`src/include/amg_pkg.sv`:
```
// ---------------------------------------------------------------
// Constants for the auxiliary mixer gain register bank
// ---------------------------------------------------------------
package amg_pkg;

  // Bus widths
  localparam int unsigned AMG_DATA_W  = 32;
  localparam int unsigned AMG_ADDR_W  = 8;
  localparam int unsigned AMG_IDX_W   = 6;
  localparam int unsigned AMG_REG_W   = 16;
  localparam int unsigned AMG_GAIN_W  = 5;

  // Register indices; byte address is four times the index
  localparam logic [5:0] AMG_IDX_CTRL0  = 6'h00;
  localparam logic [5:0] AMG_IDX_AUX2   = 6'h05;
  localparam logic [5:0] AMG_IDX_AUX3   = 6'h06;
  localparam logic [5:0] AMG_IDX_CTRL27 = 6'h1B;
  localparam logic [5:0] AMG_IDX_STATUS = 6'h1F;

  // Mixer register fields
  localparam int unsigned AMG_MUTE_L_BIT = 15;
  localparam int unsigned AMG_GAIN_L_LSB = 8;
  localparam int unsigned AMG_MUTE_R_BIT = 7;
  localparam int unsigned AMG_GAIN_R_LSB = 0;

  // Writable bits of a mixer register; reserved bits stay zero
  localparam logic [15:0] AMG_MIX_WMASK = 16'h9F9F;
  // Mixer reset value: both muted, both gains at 0 dB
  localparam logic [15:0] AMG_MIX_RST   = 16'h8888;

  // Control register 0 field and reset value
  localparam int unsigned AMG_CONV_DIS_BIT = 15;
  localparam logic [15:0] AMG_CTRL0_WMASK  = 16'h8000;
  localparam logic [15:0] AMG_CTRL0_RST    = 16'h0000;

  // Control register 27 fields and reset value
  localparam int unsigned AMG_MIX_EN_BIT   = 1;
  localparam int unsigned AMG_CHAN_EN_BIT  = 0;
  localparam logic [15:0] AMG_CTRL27_WMASK = 16'h0003;
  localparam logic [15:0] AMG_CTRL27_RST   = 16'h0000;

  // Status register fields
  localparam int unsigned AMG_STAT_HOLD_BIT = 0;
  localparam int unsigned AMG_STAT_PDN_BIT  = 1;

  // AXI response codes
  localparam logic [1:0] AMG_RESP_OKAY   = 2'h0;
  localparam logic [1:0] AMG_RESP_SLVERR = 2'h2;

  // Reset level of the filtered power-down pin (powered down)
  localparam logic AMG_PDN_RST = 1'b0;

endpackage

```
`src/amg_regs.sv`:
```
`timescale 1ns/1ps
module amg_regs
(
  input  wire logic        aclk,
  input  wire logic        aresetn,
  input  wire logic        power_down_pin_n,
  input  wire logic [7:0]  s_axi_awaddr,
  input  wire logic        s_axi_awvalid,
  output logic             s_axi_awready,
  input  wire logic [31:0] s_axi_wdata,
  input  wire logic [3:0]  s_axi_wstrb,
  input  wire logic        s_axi_wvalid,
  output logic             s_axi_wready,
  output logic [1:0]       s_axi_bresp,
  output logic             s_axi_bvalid,
  input  wire logic        s_axi_bready,
  input  wire logic [7:0]  s_axi_araddr,
  input  wire logic        s_axi_arvalid,
  output logic             s_axi_arready,
  output logic [31:0]      s_axi_rdata,
  output logic [1:0]       s_axi_rresp,
  output logic             s_axi_rvalid,
  input  wire logic        s_axi_rready,
  output logic             left_aux_b_mute,
  output logic             right_aux_b_mute,
  output logic [4:0]       left_aux_b_gain_code,
  output logic [4:0]       right_aux_b_gain_code,
  output logic             left_aux_c_mute,
  output logic             right_aux_c_mute,
  output logic [4:0]       left_aux_c_gain_code,
  output logic [4:0]       right_aux_c_gain_code
);

  // ---------------------------------------------------------------
  // Declarations
  // ---------------------------------------------------------------
  logic        pdn_n_level;     // Filtered power-down pin
  logic [15:0] ctrl0_ff;        // Conversion-disable control
  logic [15:0] ctrl27_ff;       // Analog enable control
  logic [15:0] nxt_ctrl0;
  logic [15:0] nxt_ctrl27;
  logic [15:0] mix_ff [2];      // Aux2 and aux3 mixer registers
  logic [15:0] nxt_mix [2];
  logic        hold_mix;        // Mixer registers forced to default

  // Write channel state
  logic        aw_have_ff;      // Address captured
  logic        w_have_ff;       // Data captured
  logic [5:0]  aw_idx_ff;       // Captured register index
  logic [31:0] wdata_ff;        // Captured write data
  logic [3:0]  wstrb_ff;        // Captured byte strobes
  logic        awready_ff;
  logic        wready_ff;
  logic        bvalid_ff;
  logic [1:0]  bresp_ff;
  logic        nxt_aw_have;
  logic        nxt_w_have;
  logic [5:0]  nxt_aw_idx;
  logic [31:0] nxt_wdata;
  logic [3:0]  nxt_wstrb;
  logic        nxt_awready;
  logic        nxt_wready;
  logic        nxt_bvalid;
  logic [1:0]  nxt_bresp;
  logic        do_write;        // Both halves held, commit now

  // Read channel state
  logic        arready_ff;
  logic        rvalid_ff;
  logic [31:0] rdata_ff;
  logic [1:0]  rresp_ff;
  logic        nxt_arready;
  logic        nxt_rvalid;
  logic [31:0] nxt_rdata;
  logic [1:0]  nxt_rresp;
  logic [5:0]  ar_idx;          // Read register index

  // ---------------------------------------------------------------
  // Byte-lane merge of a 16-bit register
  // ---------------------------------------------------------------
  function automatic logic [15:0] merge16
  (
    input logic [15:0] old_val,
    input logic [31:0] data,
    input logic [3:0]  strb,
    input logic [15:0] wmask
  );
    logic [15:0] res;
    res = old_val;
    if (strb[0])
    begin
      res[7:0] = data[7:0];
    end
    if (strb[1])
    begin
      res[15:8] = data[15:8];
    end
    // Reserved bits always store zero
    merge16 = res & wmask;
  endfunction

  // ---------------------------------------------------------------
  // Power-down pin synchroniser
  // ---------------------------------------------------------------
  amg_pin_filter
  #(
    .RST_LEVEL (amg_pkg::AMG_PDN_RST)
  )
  amg_pin_filter_i
  (
    .aclk      (aclk),
    .aresetn   (aresetn),
    .pin_in    (power_down_pin_n),
    .level_out (pdn_n_level)
  );

  // ---------------------------------------------------------------
  // Hold condition for the mixer registers
  // ---------------------------------------------------------------
  always_comb
  begin
    hold_mix = 1'b0;
    if (!pdn_n_level)
    begin
      hold_mix = 1'b1;
    end
    if (ctrl0_ff[amg_pkg::AMG_CONV_DIS_BIT])
    begin
      hold_mix = 1'b1;
    end
    if (!ctrl27_ff[amg_pkg::AMG_MIX_EN_BIT] ||
        !ctrl27_ff[amg_pkg::AMG_CHAN_EN_BIT])
    begin
      hold_mix = 1'b1;
    end
  end

  // ---------------------------------------------------------------
  // Write channel: capture address and data in either order
  // ---------------------------------------------------------------
  assign do_write = aw_have_ff && w_have_ff && !bvalid_ff;

  always_comb
  begin
    nxt_aw_have = aw_have_ff;
    nxt_w_have  = w_have_ff;
    nxt_aw_idx  = aw_idx_ff;
    nxt_wdata   = wdata_ff;
    nxt_wstrb   = wstrb_ff;
    nxt_awready = awready_ff;
    nxt_wready  = wready_ff;
    nxt_bvalid  = bvalid_ff;
    nxt_bresp   = bresp_ff;
    // Address handshake
    if (s_axi_awvalid && awready_ff)
    begin
      nxt_aw_have = 1'b1;
      nxt_aw_idx  = s_axi_awaddr[7:2];
      nxt_awready = 1'b0;
    end
    // Data handshake
    if (s_axi_wvalid && wready_ff)
    begin
      nxt_w_have = 1'b1;
      nxt_wdata  = s_axi_wdata;
      nxt_wstrb  = s_axi_wstrb;
      nxt_wready = 1'b0;
    end
    // Commit and raise the response
    if (do_write)
    begin
      nxt_bvalid = 1'b1;
      case (aw_idx_ff)
        amg_pkg::AMG_IDX_CTRL0,
        amg_pkg::AMG_IDX_AUX2,
        amg_pkg::AMG_IDX_AUX3,
        amg_pkg::AMG_IDX_CTRL27,
        amg_pkg::AMG_IDX_STATUS: nxt_bresp = amg_pkg::AMG_RESP_OKAY;
        default:                 nxt_bresp = amg_pkg::AMG_RESP_SLVERR;
      endcase
    end
    // Response taken, reopen both channels
    if (bvalid_ff && s_axi_bready)
    begin
      nxt_bvalid  = 1'b0;
      nxt_aw_have = 1'b0;
      nxt_w_have  = 1'b0;
      nxt_awready = 1'b1;
      nxt_wready  = 1'b1;
    end
  end

  // Register write channel state
  always_ff @(posedge aclk)
  begin
    if (!aresetn)
    begin
      aw_have_ff <= 1'b0;
      w_have_ff  <= 1'b0;
      aw_idx_ff  <= 6'h00;
      wdata_ff   <= 32'h00000000;
      wstrb_ff   <= 4'h0;
      awready_ff <= 1'b1;
      wready_ff  <= 1'b1;
      bvalid_ff  <= 1'b0;
      bresp_ff   <= amg_pkg::AMG_RESP_OKAY;
    end
    else
    begin
      aw_have_ff <= nxt_aw_have;
      w_have_ff  <= nxt_w_have;
      aw_idx_ff  <= nxt_aw_idx;
      wdata_ff   <= nxt_wdata;
      wstrb_ff   <= nxt_wstrb;
      awready_ff <= nxt_awready;
      wready_ff  <= nxt_wready;
      bvalid_ff  <= nxt_bvalid;
      bresp_ff   <= nxt_bresp;
    end
  end

  // ---------------------------------------------------------------
  // Control registers 0 and 27
  // ---------------------------------------------------------------
  always_comb
  begin
    nxt_ctrl0  = ctrl0_ff;
    nxt_ctrl27 = ctrl27_ff;
    if (do_write && aw_idx_ff == amg_pkg::AMG_IDX_CTRL0)
    begin
      nxt_ctrl0 = merge16(ctrl0_ff, wdata_ff, wstrb_ff,
                          amg_pkg::AMG_CTRL0_WMASK);
    end
    if (do_write && aw_idx_ff == amg_pkg::AMG_IDX_CTRL27)
    begin
      nxt_ctrl27 = merge16(ctrl27_ff, wdata_ff, wstrb_ff,
                           amg_pkg::AMG_CTRL27_WMASK);
    end
  end

  // Register control state
  always_ff @(posedge aclk)
  begin
    if (!aresetn)
    begin
      ctrl0_ff  <= amg_pkg::AMG_CTRL0_RST;
      ctrl27_ff <= amg_pkg::AMG_CTRL27_RST;
    end
    else
    begin
      ctrl0_ff  <= nxt_ctrl0;
      ctrl27_ff <= nxt_ctrl27;
    end
  end

  // ---------------------------------------------------------------
  // Mixer registers, one per auxiliary input
  // ---------------------------------------------------------------
  for (genvar gi = 0; gi < 2; gi++)
  begin : g_mix
    // Index of this mixer register
    localparam logic [5:0] IDX = (gi == 0) ? amg_pkg::AMG_IDX_AUX2
                                           : amg_pkg::AMG_IDX_AUX3;

    // Default while held, else take accepted writes
    always_comb
    begin
      nxt_mix[gi] = mix_ff[gi];
      if (hold_mix)
      begin
        nxt_mix[gi] = amg_pkg::AMG_MIX_RST;
      end
      else if (do_write && aw_idx_ff == IDX)
      begin
        nxt_mix[gi] = merge16(mix_ff[gi], wdata_ff, wstrb_ff,
                              amg_pkg::AMG_MIX_WMASK);
      end
    end

    // Register the mixer word
    always_ff @(posedge aclk)
    begin
      if (!aresetn)
      begin
        mix_ff[gi] <= amg_pkg::AMG_MIX_RST;
      end
      else
      begin
        mix_ff[gi] <= nxt_mix[gi];
      end
    end
  end

  // ---------------------------------------------------------------
  // Read channel
  // ---------------------------------------------------------------
  assign ar_idx = s_axi_araddr[7:2];

  always_comb
  begin
    nxt_arready = arready_ff;
    nxt_rvalid  = rvalid_ff;
    nxt_rdata   = rdata_ff;
    nxt_rresp   = rresp_ff;
    // Address taken, load data
    if (s_axi_arvalid && arready_ff)
    begin
      nxt_arready = 1'b0;
      nxt_rvalid  = 1'b1;
      nxt_rresp   = amg_pkg::AMG_RESP_OKAY;
      case (ar_idx)
        amg_pkg::AMG_IDX_CTRL0:  nxt_rdata = {16'h0000, ctrl0_ff};
        amg_pkg::AMG_IDX_AUX2:   nxt_rdata = {16'h0000, mix_ff[0]};
        amg_pkg::AMG_IDX_AUX3:   nxt_rdata = {16'h0000, mix_ff[1]};
        amg_pkg::AMG_IDX_CTRL27: nxt_rdata = {16'h0000, ctrl27_ff};
        amg_pkg::AMG_IDX_STATUS:
        begin
          nxt_rdata = 32'h00000000;
          nxt_rdata[amg_pkg::AMG_STAT_HOLD_BIT] = hold_mix;
          nxt_rdata[amg_pkg::AMG_STAT_PDN_BIT]  = pdn_n_level;
        end
        default:
        begin
          nxt_rdata = 32'h00000000;
          nxt_rresp = amg_pkg::AMG_RESP_SLVERR;
        end
      endcase
    end
    // Data taken, reopen address channel
    if (rvalid_ff && s_axi_rready)
    begin
      nxt_rvalid  = 1'b0;
      nxt_arready = 1'b1;
    end
  end

  // Register read channel state
  always_ff @(posedge aclk)
  begin
    if (!aresetn)
    begin
      arready_ff <= 1'b1;
      rvalid_ff  <= 1'b0;
      rdata_ff   <= 32'h00000000;
      rresp_ff   <= amg_pkg::AMG_RESP_OKAY;
    end
    else
    begin
      arready_ff <= nxt_arready;
      rvalid_ff  <= nxt_rvalid;
      rdata_ff   <= nxt_rdata;
      rresp_ff   <= nxt_rresp;
    end
  end

  // ---------------------------------------------------------------
  // Outputs
  // ---------------------------------------------------------------
  assign s_axi_awready = awready_ff;
  assign s_axi_wready  = wready_ff;
  assign s_axi_bvalid  = bvalid_ff;
  assign s_axi_bresp   = bresp_ff;
  assign s_axi_arready = arready_ff;
  assign s_axi_rvalid  = rvalid_ff;
  assign s_axi_rdata   = rdata_ff;
  assign s_axi_rresp   = rresp_ff;

  // Aux2 mute and gain straight from the stored word
  assign left_aux_b_mute  = mix_ff[0][amg_pkg::AMG_MUTE_L_BIT];
  assign right_aux_b_mute = mix_ff[0][amg_pkg::AMG_MUTE_R_BIT];
  assign left_aux_b_gain_code  =
    mix_ff[0][amg_pkg::AMG_GAIN_L_LSB +: amg_pkg::AMG_GAIN_W];
  assign right_aux_b_gain_code =
    mix_ff[0][amg_pkg::AMG_GAIN_R_LSB +: amg_pkg::AMG_GAIN_W];

  // Aux3 mute and gain straight from the stored word
  assign left_aux_c_mute  = mix_ff[1][amg_pkg::AMG_MUTE_L_BIT];
  assign right_aux_c_mute = mix_ff[1][amg_pkg::AMG_MUTE_R_BIT];
  assign left_aux_c_gain_code  =
    mix_ff[1][amg_pkg::AMG_GAIN_L_LSB +: amg_pkg::AMG_GAIN_W];
  assign right_aux_c_gain_code =
    mix_ff[1][amg_pkg::AMG_GAIN_R_LSB +: amg_pkg::AMG_GAIN_W];

endmodule

```
`src/amg_pin_filter.sv`:
```
`timescale 1ns/1ps
// ---------------------------------------------------------------
// Three-stage pin synchroniser with agreement filter
// ---------------------------------------------------------------
module amg_pin_filter
#(
  parameter logic RST_LEVEL = 1'b0
)
(
  input  wire logic aclk,
  input  wire logic aresetn,
  input  wire logic pin_in,
  output logic      level_out
);

  logic meta_ff;   // First stage, read only by second
  logic sync_ff;   // Second stage
  logic last_ff;   // Third stage
  logic level_ff;  // Accepted level
  logic nxt_level;

  // Accept a change once second and third stages agree
  always_comb
  begin
    nxt_level = level_ff;
    if (sync_ff == last_ff)
    begin
      nxt_level = last_ff;
    end
  end

  // Register stages
  always_ff @(posedge aclk)
  begin
    if (!aresetn)
    begin
      meta_ff  <= RST_LEVEL;
      sync_ff  <= RST_LEVEL;
      last_ff  <= RST_LEVEL;
      level_ff <= RST_LEVEL;
    end
    else
    begin
      meta_ff  <= pin_in;
      sync_ff  <= meta_ff;
      last_ff  <= sync_ff;
      level_ff <= nxt_level;
    end
  end

  assign level_out = level_ff;

endmodule

```
`config.mk`:
```
export PLATFORM = sky130hd
export DESIGN_NAME = amg_regs
export DESIGN_NICKNAME = d
export VERILOG_FILES = /design/src/include/amg_pkg.sv /design/src/amg_regs.sv /design/src/amg_pin_filter.sv
export SDC_FILE = /design/constraint.sdc
export NUM_CORES = 1
export LEC_CHECK = 0
export BUFFER_PORTS_ARGS = -buffer_cell sky130_fd_sc_hd__buf_2
export CAP_MARGIN = 25
export CORE_AREA = 4 4 95 106
export DETAILED_ROUTE_END_ITERATION = 16
export DIE_AREA = 0 0 99 110
export PLACE_DENSITY = 0.63
export SLEW_MARGIN = 0
export SYNTH_ARGS = -nofsm -noshare
export SYNTH_HDL_FRONTEND = slang
export SYNTH_SLANG_ARGS = --single-unit
```
`constraint.sdc`:
```
create_clock -name aclk -period 2.3 [get_ports aclk]
set_input_delay 0.115 -clock aclk [delete_from_list [all_inputs] [get_ports aclk]]
set_output_delay 0.115 -clock aclk [all_outputs]
set_load 0.005 [all_outputs]
```
======== Word-level counts from Yosys, hierarchy flattened ========
Memories as Yosys holds them, arrays and structs flattened.
Index checks and enable logic that the tools add are counted.
word-level totals
  bits of input ports ..................... 60
  word-level logic and storage cells ...... 73
  register bits ........................... 74
  memory bits (writable) .................. 32
  memories kept ........................... 1
cells by class
  bitwise logic cells ..................... 3
  mux-type cells .......................... 18
  reductions and logical operators ........ 23
  eq/ne operators ......................... 9
memory list
  name    depth  width  read ports  clocked after Yosys merged registers in  write ports  RTL line        text
  mix_ff  2      16     2           0                                        2            amg_regs.sv:42  logic [15:0] mix_ff [2];
operators by type and width
  operator              number
  $mux W16              6
  $pmux W16 S5          1
  $mux W8               4
  $eq A6 B3 Y1 const B  4
  $eq A6 B5 Y1 const B  4
  $logic_not A6 Y1      2
  $logic_and A1 B1 Y1   11
  $reduce_or A5 Y1      2
  $mux W1               5
  $mux W2               2
  $reduce_and A2 Y1     2
  $reduce_or A2 Y1      2
  $logic_not A1 Y1      3
  $or A1 B1 Y1          2
  $eq A1 B1 Y1          1
  $logic_or A1 B1 Y1    1
  $not A1 Y1            1

======== Logic depth before layout (Yosys ltp) ========
Gate-level depths: netlist of run 1.
  depth after elaboration ................. 6
  depth in mapped cells ................... 6
  mapped depth without buffers ............ 4

======== By module ========
Synthesis of run 1 repeated with hierarchy kept, for this count alone.
second synthesis, totals
  cell total of the unflattened synthesis .. 331
  area total of the unflattened synthesis .. 3161.8 µm²
by module, submodules not included
  module          area each (µm²)  cells each  seq. area each (µm²)  instances
  amg_regs        3045.4           321         1361.3                1
  amg_pin_filter  116.4            10          80.1                  1

======== Least setup slack after synthesis of run 1 ========
OpenSTA, ideal clock, no wires.
  path type ............................... reg-to-reg
  from .................................... reg aw_idx_ff[5]
  to ...................................... mem mix_ff[0][0]
  period minus slack after synthesis ...... 1.649 ns
  cell stages (with the launch flop) ...... 5
  setup time .............................. 0.133 ns
  slack ................................... 0.651 ns
  data arrival time ....................... 1.516 ns
  buffers on the path ..................... 0
  cell sequence ........................... dfxtp_1 -> or4_4 -> nor3_4 -> mux2i_1 -> nor2_2
RTL lines
  what                      RTL line         text
  start: declaration        amg_regs.sv:49   logic [5:0] aw_idx_ff;
  start signal: assignment  amg_regs.sv:212  aw_idx_ff <= nxt_aw_idx;
  end: declaration          amg_regs.sv:42

==> reports/summary.txt, run 1 <==
STATUS
------------------------------------------------------------------------------------------------------
Result of the run ....................................................................... finished, final reports clean

CLOCKING
------------------------------------------------------------------------------------------------------
Clock transition at the register clock pins on the worst setup and hold paths after CTS .      0.07 ns
Clock latency on the worst-skew pair ....................................................      0.33 ns
CTS Sinks ...............................................................................           72
Clock Tree Root ......................................................................... sky130_fd_sc_hd__clkbuf_8
CTS H-tree lvls .........................................................................            3
TritonCTS clock tree ....................................................................          yes
Clock buffers created by TritonCTS ......................................................            9
Clock buffer depth ......................................................................            2

SYNTHESIS
------------------------------------------------------------------------------------------------------
Post-Synthesis Mean Instance Area .......................................................     9.37 µm²
FF+latch count, synth ...................................................................           72
Count of cell types in the netlist ......................................................           40
EDFF count, synth .......................................................................            0
Gate count after technology mapping .....................................................          327
Area of the mapped netlist ..............................................................     3070 µm²
Sequential element share of the synthesized area ........................................        47.0%
Proportion of register bits with asynchronous set or reset after synthesis ..............           0%
Main synth FF type ...................................................................... sky130_fd_sc_hd__dfxtp_1
Synthesis Warnings ......................................................................            0

STA
------------------------------------------------------------------------------------------------------
Final number of max-transition violations ...............................................            0
Measured slew at the worst slew-check pin ...............................................     0.897 ns
Setup TNS ...............................................................................         0 ns
Maximum clock frequency .................................................................      540 MHz
Setup repair after global routing missed its margin .....................................           no
Final count of hold timing violations ...................................................            0
Slew headroom ...........................................................................        40.2%
Clock Skews .............................................................................   0.00566 ns
Final setup fails .......................................................................            0
Worst hold slack ........................................................................    0.0123 ns
Post-route fraction of the period consumed by the critical path .........................        80.5%
Post-layout minimum cycle time ..........................................................      1.85 ns

POWER AND IR DROP
------------------------------------------------------------------------------------------------------
Peak supply drop ........................................................................     0.274 mV
Leakage Power ...........................................................................      1.52 nW
Power density over cell area ............................................................   665 nW/µm²
Post-layout total power .................................................................      2.45 mW

DRT
------------------------------------------------------------------------------------------------------
Antenna Violating Nets Remaining ........................................................            0
Detailed router's first-iteration violation count .......................................          110
Post-detailed-route via-to-cell ratio ...................................................         4.75
Routed wire length ......................................................................      7250 µm
Number of iterations in the first detailed-routing pass .................................            4
Routed vias .............................................................................         2475
Avg WL per Cell .........................................................................      13.9 µm
DR DRC count ............................................................................            0

CRITICAL PATH
------------------------------------------------------------------------------------------------------
Startpoint type of the worst setup path .................................................     register
Critical path endpoint category .........................................................     register
Required arrival time at the worst endpoint .............................................      2.51 ns
Largest fanout of any net on the critical path ..........................................            6
Arrival time at the worst endpoint ......................................................      2.06 ns
Critical path class .....................................................................   reg -> reg

PLACEMENT
------------------------------------------------------------------------------------------------------
Post-Place Cell Area ....................................................................     3460 µm²
Cell count after placement ..............................................................          503
Port buffer count .......................................................................           76
HPWL Detailed ...........................................................................      5490 µm
Global placement routability congestion .................................................        0.747

GLOBAL ROUTE
------------------------------------------------------------------------------------------------------
Largest net degree at the start of global routing .......................................           29
Number of antenna violations at the first check in global routing .......................            0
Final global-route overflow total .......................................................            0
First-pass GRT wire length ..............................................................     11400 µm
Total GRT Usage .........................................................................        13.2%
Vias in the first global route ..........................................................         2280

DIE
------------------------------------------------------------------------------------------------------
Count of pins on the block boundary .....................................................          125
Floorplan Core Area .....................................................................     8870 µm²
Total die area ..........................................................................    10900 µm²
Die Ht ..................................................................................       110 µm
Width of the die ........................................................................        99 µm
Starting Density ........................................................................        34.5%
Number of placement rows ................................................................           36

WORST HOLD PATH
------------------------------------------------------------------------------------------------------
Type of the tightest min-delay check ....................................................    in -> reg

LAYOUT
------------------------------------------------------------------------------------------------------
Area used by multi-input combinational logic ............................................     1460 µm²
Post-layout instance count excluding filler cells .......................................          521
Inserted Diodes .........................................................................            0
Post-layout net count ...................................................................          463
Post-Layout Inst Area ...................................................................     3680 µm²
Fill cell instance count of the final layout ............................................          888
Register Area ...........................................................................     1440 µm²
Area growth syn-to-layout ...............................................................        20.0%
Ratio of cells with drive above 1 in the final layout ...................................        26.8%

FLOW RUN
------------------------------------------------------------------------------------------------------
Maxcap violations .......................................................................            0

==> sequential cells by signal, indices dropped and copies added, names as in the netlist <==
signal	count
amg_pin_filter_i.meta_ff	1
s_axi_rdata	12
ctrl0_ff	1
mix_ff	24
s_axi_arready	1
wdata_ff	12
s_axi_bresp	1
aw_idx_ff	6
ctrl27_ff	2
amg_pin_filter_i.last_ff	1
amg_pin_filter_i.sync_ff	1
s_axi_awready	1
s_axi_rvalid	1
w_have_ff	1
s_axi_rresp	1
aw_have_ff	1
s_axi_wready	1
wstrb_ff	2
s_axi_bvalid	1
amg_pin_filter_i.level_out	1
==> area by class of cell <==
cell class / instances / area share (%)
Multi-Input combinational cell: 233 / 39.6
Sequential cell: 72 / 39.2
Timing Repair Buffer: 82 / 11.8
Clock buffer: 12 / 3.94
Tap cell: 114 / 3.88
Clock inverter: 3 / 1.16
Inverter: 5 / 0.510
==> metrics by stage <==
stage                     utilization [%]  setup WS [ns]
final                                41.5          0.449
after global routing                 41.5          0.370
after CTS                            41.5          0.444
after detailed placement             39.0          0.462
after global placement               39.0          0.499
after floorplan                         -          0.651
==> Yosys cell counts, drive strengths merged, types with 5 or more instances <==
master  count  area (µm²)
dfxtp      72        1440
and2        5        31.3
nand3b      5        37.5
o21ai       6        30.0
a21oi      28         140
inv         5        18.8
clkbuf     12        45.0
buf        26         183
nor2       21        98.9
nand2      50         188
nor3        7        80.1
mux2i      28         280
a22o       22         193
nand3       8        40.0
==> routing by layer <==
| metal | global-route usage [%] | up-vias | wire length (µm) |
|---|---|---|---|
| li1 | - | 1248 | - |
| met1 | 16.6 | 1140 | 3280 |
| met2 | 21.6 | 74 | 3400 |
| met3 | 3.71 | 13 | 473 |
| met4 | 4.98 | 0 | 106 |
| met5 | 0 | - | 0 |
==> critical path, stage by stage (launching register included) <==
cell	delay, ns
sky130_fd_sc_hd__dfxtp_1	0.34
sky130_fd_sc_hd__or4_4	0.59
sky130_fd_sc_hd__nor3_4	0.44
sky130_fd_sc_hd__mux2i_1	0.30
sky130_fd_sc_hd__nor2_2	0.04
==> power by group <==
part	internal [mW]	switching, mW
Sequential	1.28	0.0351
Clock	0.524	0.432
Combinational	0.0744	0.102
Total	1.88	0.569
==> placed cells by master, fill, tap and decap left out, types with 2 or more instances in the layout <==
cell type and n:
sky130_fd_sc_hd__a21oi_1 28, sky130_fd_sc_hd__a221o_1 2, sky130_fd_sc_hd__a22o_1 22, sky130_fd_sc_hd__and2_1 5
sky130_fd_sc_hd__and3_1 2, sky130_fd_sc_hd__buf_2 76, sky130_fd_sc_hd__buf_4 3, sky130_fd_sc_hd__clkbuf_1 2
sky130_fd_sc_hd__clkbuf_8 10, sky130_fd_sc_hd__conb_1 22, sky130_fd_sc_hd__dfxtp_1 72, sky130_fd_sc_hd__dlygate4sd3_1 3
sky130_fd_sc_hd__inv_1 5, sky130_fd_sc_hd__mux2i_1 28, sky130_fd_sc_hd__nand2_1 50, sky130_fd_sc_hd__nand3_1 8
sky130_fd_sc_hd__nand3b_1 5, sky130_fd_sc_hd__nand4b_1 2, sky130_fd_sc_hd__nor2_1 13, sky130_fd_sc_hd__nor2_2 8
sky130_fd_sc_hd__nor2b_1 2, sky130_fd_sc_hd__nor3_1 3, sky130_fd_sc_hd__nor3_4 4, sky130_fd_sc_hd__nor4_1 3
sky130_fd_sc_hd__nor4b_1 2, sky130_fd_sc_hd__o21ai_0 6, sky130_fd_sc_hd__or3_1 3, sky130_fd_sc_hd__xor2_1 2
==> cell families after synthesis <==
group,share of synthesized area (%)
AOI/OAI and AO/OA,14.0
xor gates and xnor gates,0.572
buffers and inverters,8.04
DFF,47.0
muxes,9.51
other,0.122
and+or+nand+nor,20.7
==> path summary, 6_finish.rpt <==
check	startpoint	endpoint	depth (start not counted)	slack [ns]
hold reg to reg	amg_pin_filter_i.meta_ff	amg_pin_filter_i.sync_ff	1	0.43
hold / removal	s_axi_wdata[12]	wdata_ff[12]	3	0.01
setup reg to reg	aw_idx_ff[5]	mix_ff[0][12]	4	0.45
setup / recovery	aw_idx_ff[5]	mix_ff[0][12]	4	0.45
==> repair_timing <==
item	4_1_cts	5_1_grt
hold buffers	3	0
resized for setup	0	0
hold endpoints to repair	3	0
setup buffers	0	0
No activity file was read; power rests on OpenSTA's default activity.
==> run 2: changes to the inputs <==
--- a/config.mk
+++ b/config.mk
@@ -5,12 +5,13 @@
 export SDC_FILE = /design/constraint.sdc
 export NUM_CORES = 1
 export LEC_CHECK = 0
+export ABC_AREA = 1
 export BUFFER_PORTS_ARGS = -buffer_cell sky130_fd_sc_hd__buf_2
 export CAP_MARGIN = 25
 export CORE_AREA = 4 4 95 106
 export DETAILED_ROUTE_END_ITERATION = 16
 export DIE_AREA = 0 0 99 110
-export PLACE_DENSITY = 0.63
+export PLACE_DENSITY = 0.66
 export SLEW_MARGIN = 0
 export SYNTH_ARGS = -nofsm -noshare
 export SYNTH_HDL_FRONTEND = slang
==> constraint.sdc (replaced) <==
create_clock -name aclk -period 1.7 [get_ports aclk]
set_input_delay 0.085 -clock aclk [delete_from_list [all_inputs] [get_ports aclk]]
set_output_delay 0.085 -clock aclk [all_outputs]
set_load 0.005 [all_outputs]
==> run 2 against run 1 <==
Effect of this change: synthesized cell count is 22% higher; register-to-register slack worse by 0.21 ns; largest cell class is now sequential cells; via count is 11% higher; clock skew is 0.0044 ns higher; clock power is 31% higher; final area is 1.8% higher; setup slack worse by 0.21 ns.
==> reports/summary.txt, run 2 <==
CLOCKING
------------------------------------------------------------------------------------------------------
Clock transition at the register clock pins on the worst setup and hold paths after CTS .      0.07 ns
TritonCTS clock tree ....................................................................          yes
Number of post-CTS setup repair buffers .................................................            0
Post-cts sizing count ...................................................................            0
Clock Tree Root ......................................................................... sky130_fd_sc_hd__clkbuf_8
Clock buffer depth ......................................................................            2
CTS H-tree lvls .........................................................................            3
CTS Sinks ...............................................................................           72
Count of hold-fix buffers inserted at cts ...............................................            3
Clock latency on the worst-skew pair ....................................................      0.34 ns
Clock buffers created by TritonCTS ......................................................            9

SYNTHESIS
------------------------------------------------------------------------------------------------------
FF+latch count, synth ...................................................................           72
Area of the mapped netlist ..............................................................     3110 µm²
Synth top cells by count ................................................................ sky130_fd_sc_hd__nand2_1 (83), sky130_fd_sc_hd__dfxtp_1 (72), sky130_fd_sc_hd__a21oi_1 (46)
Share of the synthesized area in the top cell type ......................................        46.4%
Gate count after technology mapping .....................................................          398
Count of cell types in the netlist ......................................................           31
EDFF count, synth .......................................................................            0
Sequential element share of the synthesized area ........................................        46.4%
Main synth FF type ...................................................................... sky130_fd_sc_hd__dfxtp_1
Most frequent cell after synthesis ...................................................... sky130_fd_sc_hd__nand2_1
Proportion of register bits with asynchronous set or reset after synthesis ..............           0%
Top area cells in the synthesized netlist ............................................... sky130_fd_sc_hd__dfxtp_1 (46%), sky130_fd_sc_hd__nand2_1 (10%), sky130_fd_sc_hd__a21oi_1 (7.4%)
Post-Synthesis Mean Instance Area .......................................................     7.81 µm²
Synthesis Warnings ......................................................................            0
Largest area contributor in the synthesized netlist ..................................... sky130_fd_sc_hd__dfxtp_1

CRITICAL PATH
------------------------------------------------------------------------------------------------------
Largest fanout of any net on the critical path ..........................................           11
Required arrival time at the worst endpoint .............................................      1.97 ns
Critical path endpoint category .........................................................     register
Startpoint type of the worst setup path .................................................     register
Arrival time at the worst endpoint ......................................................      1.74 ns
Critical path class .....................................................................   reg -> reg

STA
------------------------------------------------------------------------------------------------------
Final setup fails .......................................................................            0
Post-layout minimum cycle time ..........................................................      1.47 ns
Final number of max-transition violations ...............................................            0
Maximum clock frequency .................................................................      682 MHz
Final count of hold timing violations ...................................................            0
Setup repair after global routing missed its margin .....................................           no
Post-route fraction of the period consumed by the critical path .........................        86.3%
Setup TNS ...............................................................................         0 ns
Clock Skews .............................................................................    0.0100 ns
Smallest setup slack after layout .......................................................     0.234 ns

LAYOUT
------------------------------------------------------------------------------------------------------
Number of flip-flops under the largest register name ....................................           24
Most common library cell in the layout ignoring fill and taps ........................... sky130_fd_sc_hd__nand2_1
Area growth syn-to-layout ...............................................................        20.6%
Top register by number of flip-flops ....................................................       mix_ff
Inserted Diodes .........................................................................            0
Fill cell instance count of the final layout ............................................          931
Ratio of cells with drive above 1 in the final layout ...................................        27.3%
Post-layout net count ...................................................................          542
Commonest cells after routing, fill and taps aside ...................................... sky130_fd_sc_hd__nand2_1 (83), sky130_fd_sc_hd__buf_2 (76), sky130_fd_sc_hd__dfxtp_1 (72)

DRT
------------------------------------------------------------------------------------------------------
Number of iterations in the first detailed-routing pass .................................            4
Avg WL per Cell .........................................................................      12.3 µm
Antenna Violating Nets Remaining ........................................................            0
Post-detailed-route via-to-cell ratio ...................................................         4.58
Routed vias .............................................................................         2750
Detailed router's first-iteration violation count .......................................           90
DR DRC count ............................................................................            0
Routed wire length ......................................................................      7390 µm

GLOBAL ROUTE
------------------------------------------------------------------------------------------------------
Vias in the first global route ..........................................................         2580
Largest net degree at the start of global routing .......................................           29
Number of antenna violations at the first check in global routing .......................            0
Total GRT Usage .........................................................................        13.7%
Final global-route overflow total .......................................................            0
First-pass GRT wire length ..............................................................     12000 µm

DIE
------------------------------------------------------------------------------------------------------
Count of pins on the block boundary .....................................................          125
Number of placement rows ................................................................           36
Floorplan Core Area .....................................................................     8870 µm²
Die Ht ..................................................................................       110 µm
Width of the die ........................................................................        99 µm
Total die area ..........................................................................    10900 µm²
Starting Density ........................................................................        35.0%

POWER AND IR DROP
------------------------------------------------------------------------------------------------------
Power density over cell area ............................................................   891 nW/µm²
Leakage Power ...........................................................................      1.70 nW
Peak supply drop ........................................................................     0.386 mV

PLACEMENT
------------------------------------------------------------------------------------------------------
Global placement routability congestion .................................................        0.762
Port buffer count .......................................................................           76
Placement-stage worst setup slack .......................................................     0.233 ns
HPWL Detailed ...........................................................................      5690 µm

WORST HOLD PATH
------------------------------------------------------------------------------------------------------
Type of the tightest min-delay check ....................................................    in -> reg

STATUS
------------------------------------------------------------------------------------------------------
Result of the run ....................................................................... finished, final reports clean

FLOW RUN
------------------------------------------------------------------------------------------------------
Maxcap violations .......................................................................            0

run 2: logic make-up after synthesis:
kind of cell / after synthesis / share of synthesized area (%)
flops: 72 / 46.4
other cells: 1 / 0.121
compound gates: 106 / 18.8
buf+inv: 77 / 13.5
simple gates: 142 / 21.1
run 2: worst max-delay path, cell delays in order (launching register included):
cell	delay [ns]
sky130_fd_sc_hd__dfxtp_1	0.34
sky130_fd_sc_hd__inv_1	0.09
sky130_fd_sc_hd__nor2_4	0.15
sky130_fd_sc_hd__nand4_4	0.14
sky130_fd_sc_hd__nor2_2	0.41
sky130_fd_sc_hd__o21ai_0	0.15
sky130_fd_sc_hd__a21oi_1	0.12
run 2: layer usage:
metal	up-vias	wire [µm]	global-route usage (%)
met5	-	0	0
met4	0	34	4.29
met3	2	513	4.28
met2	93	3460	23.4
met1	1238	3380	16.5
li1	1417	-	-
run 2: final cells by class:
type	instances	area [µm²]	share of cell area, %
clock buffer	14	173	4.61
clock inverter	2	12.5	0.334
inverter	40	151	4.04
multi-input combinational	270	1330	35.4
sequential	72	1440	38.5
tap	114	143	3.81
timing repair buffer	89	500	13.4
run 2: final timing paths:
check,startpoint,endpoint,slack (ns),cells after the start
worst max-delay path,aw_idx_ff[2],mix_ff[0][0],0.23,6
worst min-delay path,s_axi_awaddr[7],aw_idx_ff[5],0.01,3
worst min register to register,amg_pin_filter_i.meta_ff,amg_pin_filter_i.sync_ff,0.42,2
worst max register to register,aw_idx_ff[2],mix_ff[0][0],0.23,6
run 2: per-stage QoR:
stage | std cells | utilization, % | area [µm²] | power [mW] | hold WS (ns)
after global routing | 601 | 42.2 | 3750 | 3.49 | 0.000913
final | 601 | 42.2 | 3750 | 3.34 | 0.0133
after CTS | 600 | 42.1 | 3740 | 3.37 | 0.000854
after floorplan | 419 | - | 3190 | 2.04 | 0.183
after global placement | 581 | 39.7 | 3520 | 2.11 | 0.273
after detailed placement | 581 | 39.7 | 3520 | 2.12 | 0.269
run 2: where the power goes:
part	total [mW]	internal, mW	switching [mW]
sequential	1.79	1.75	0.0408
combinational	0.300	0.113	0.188
clock	1.25	0.649	0.599
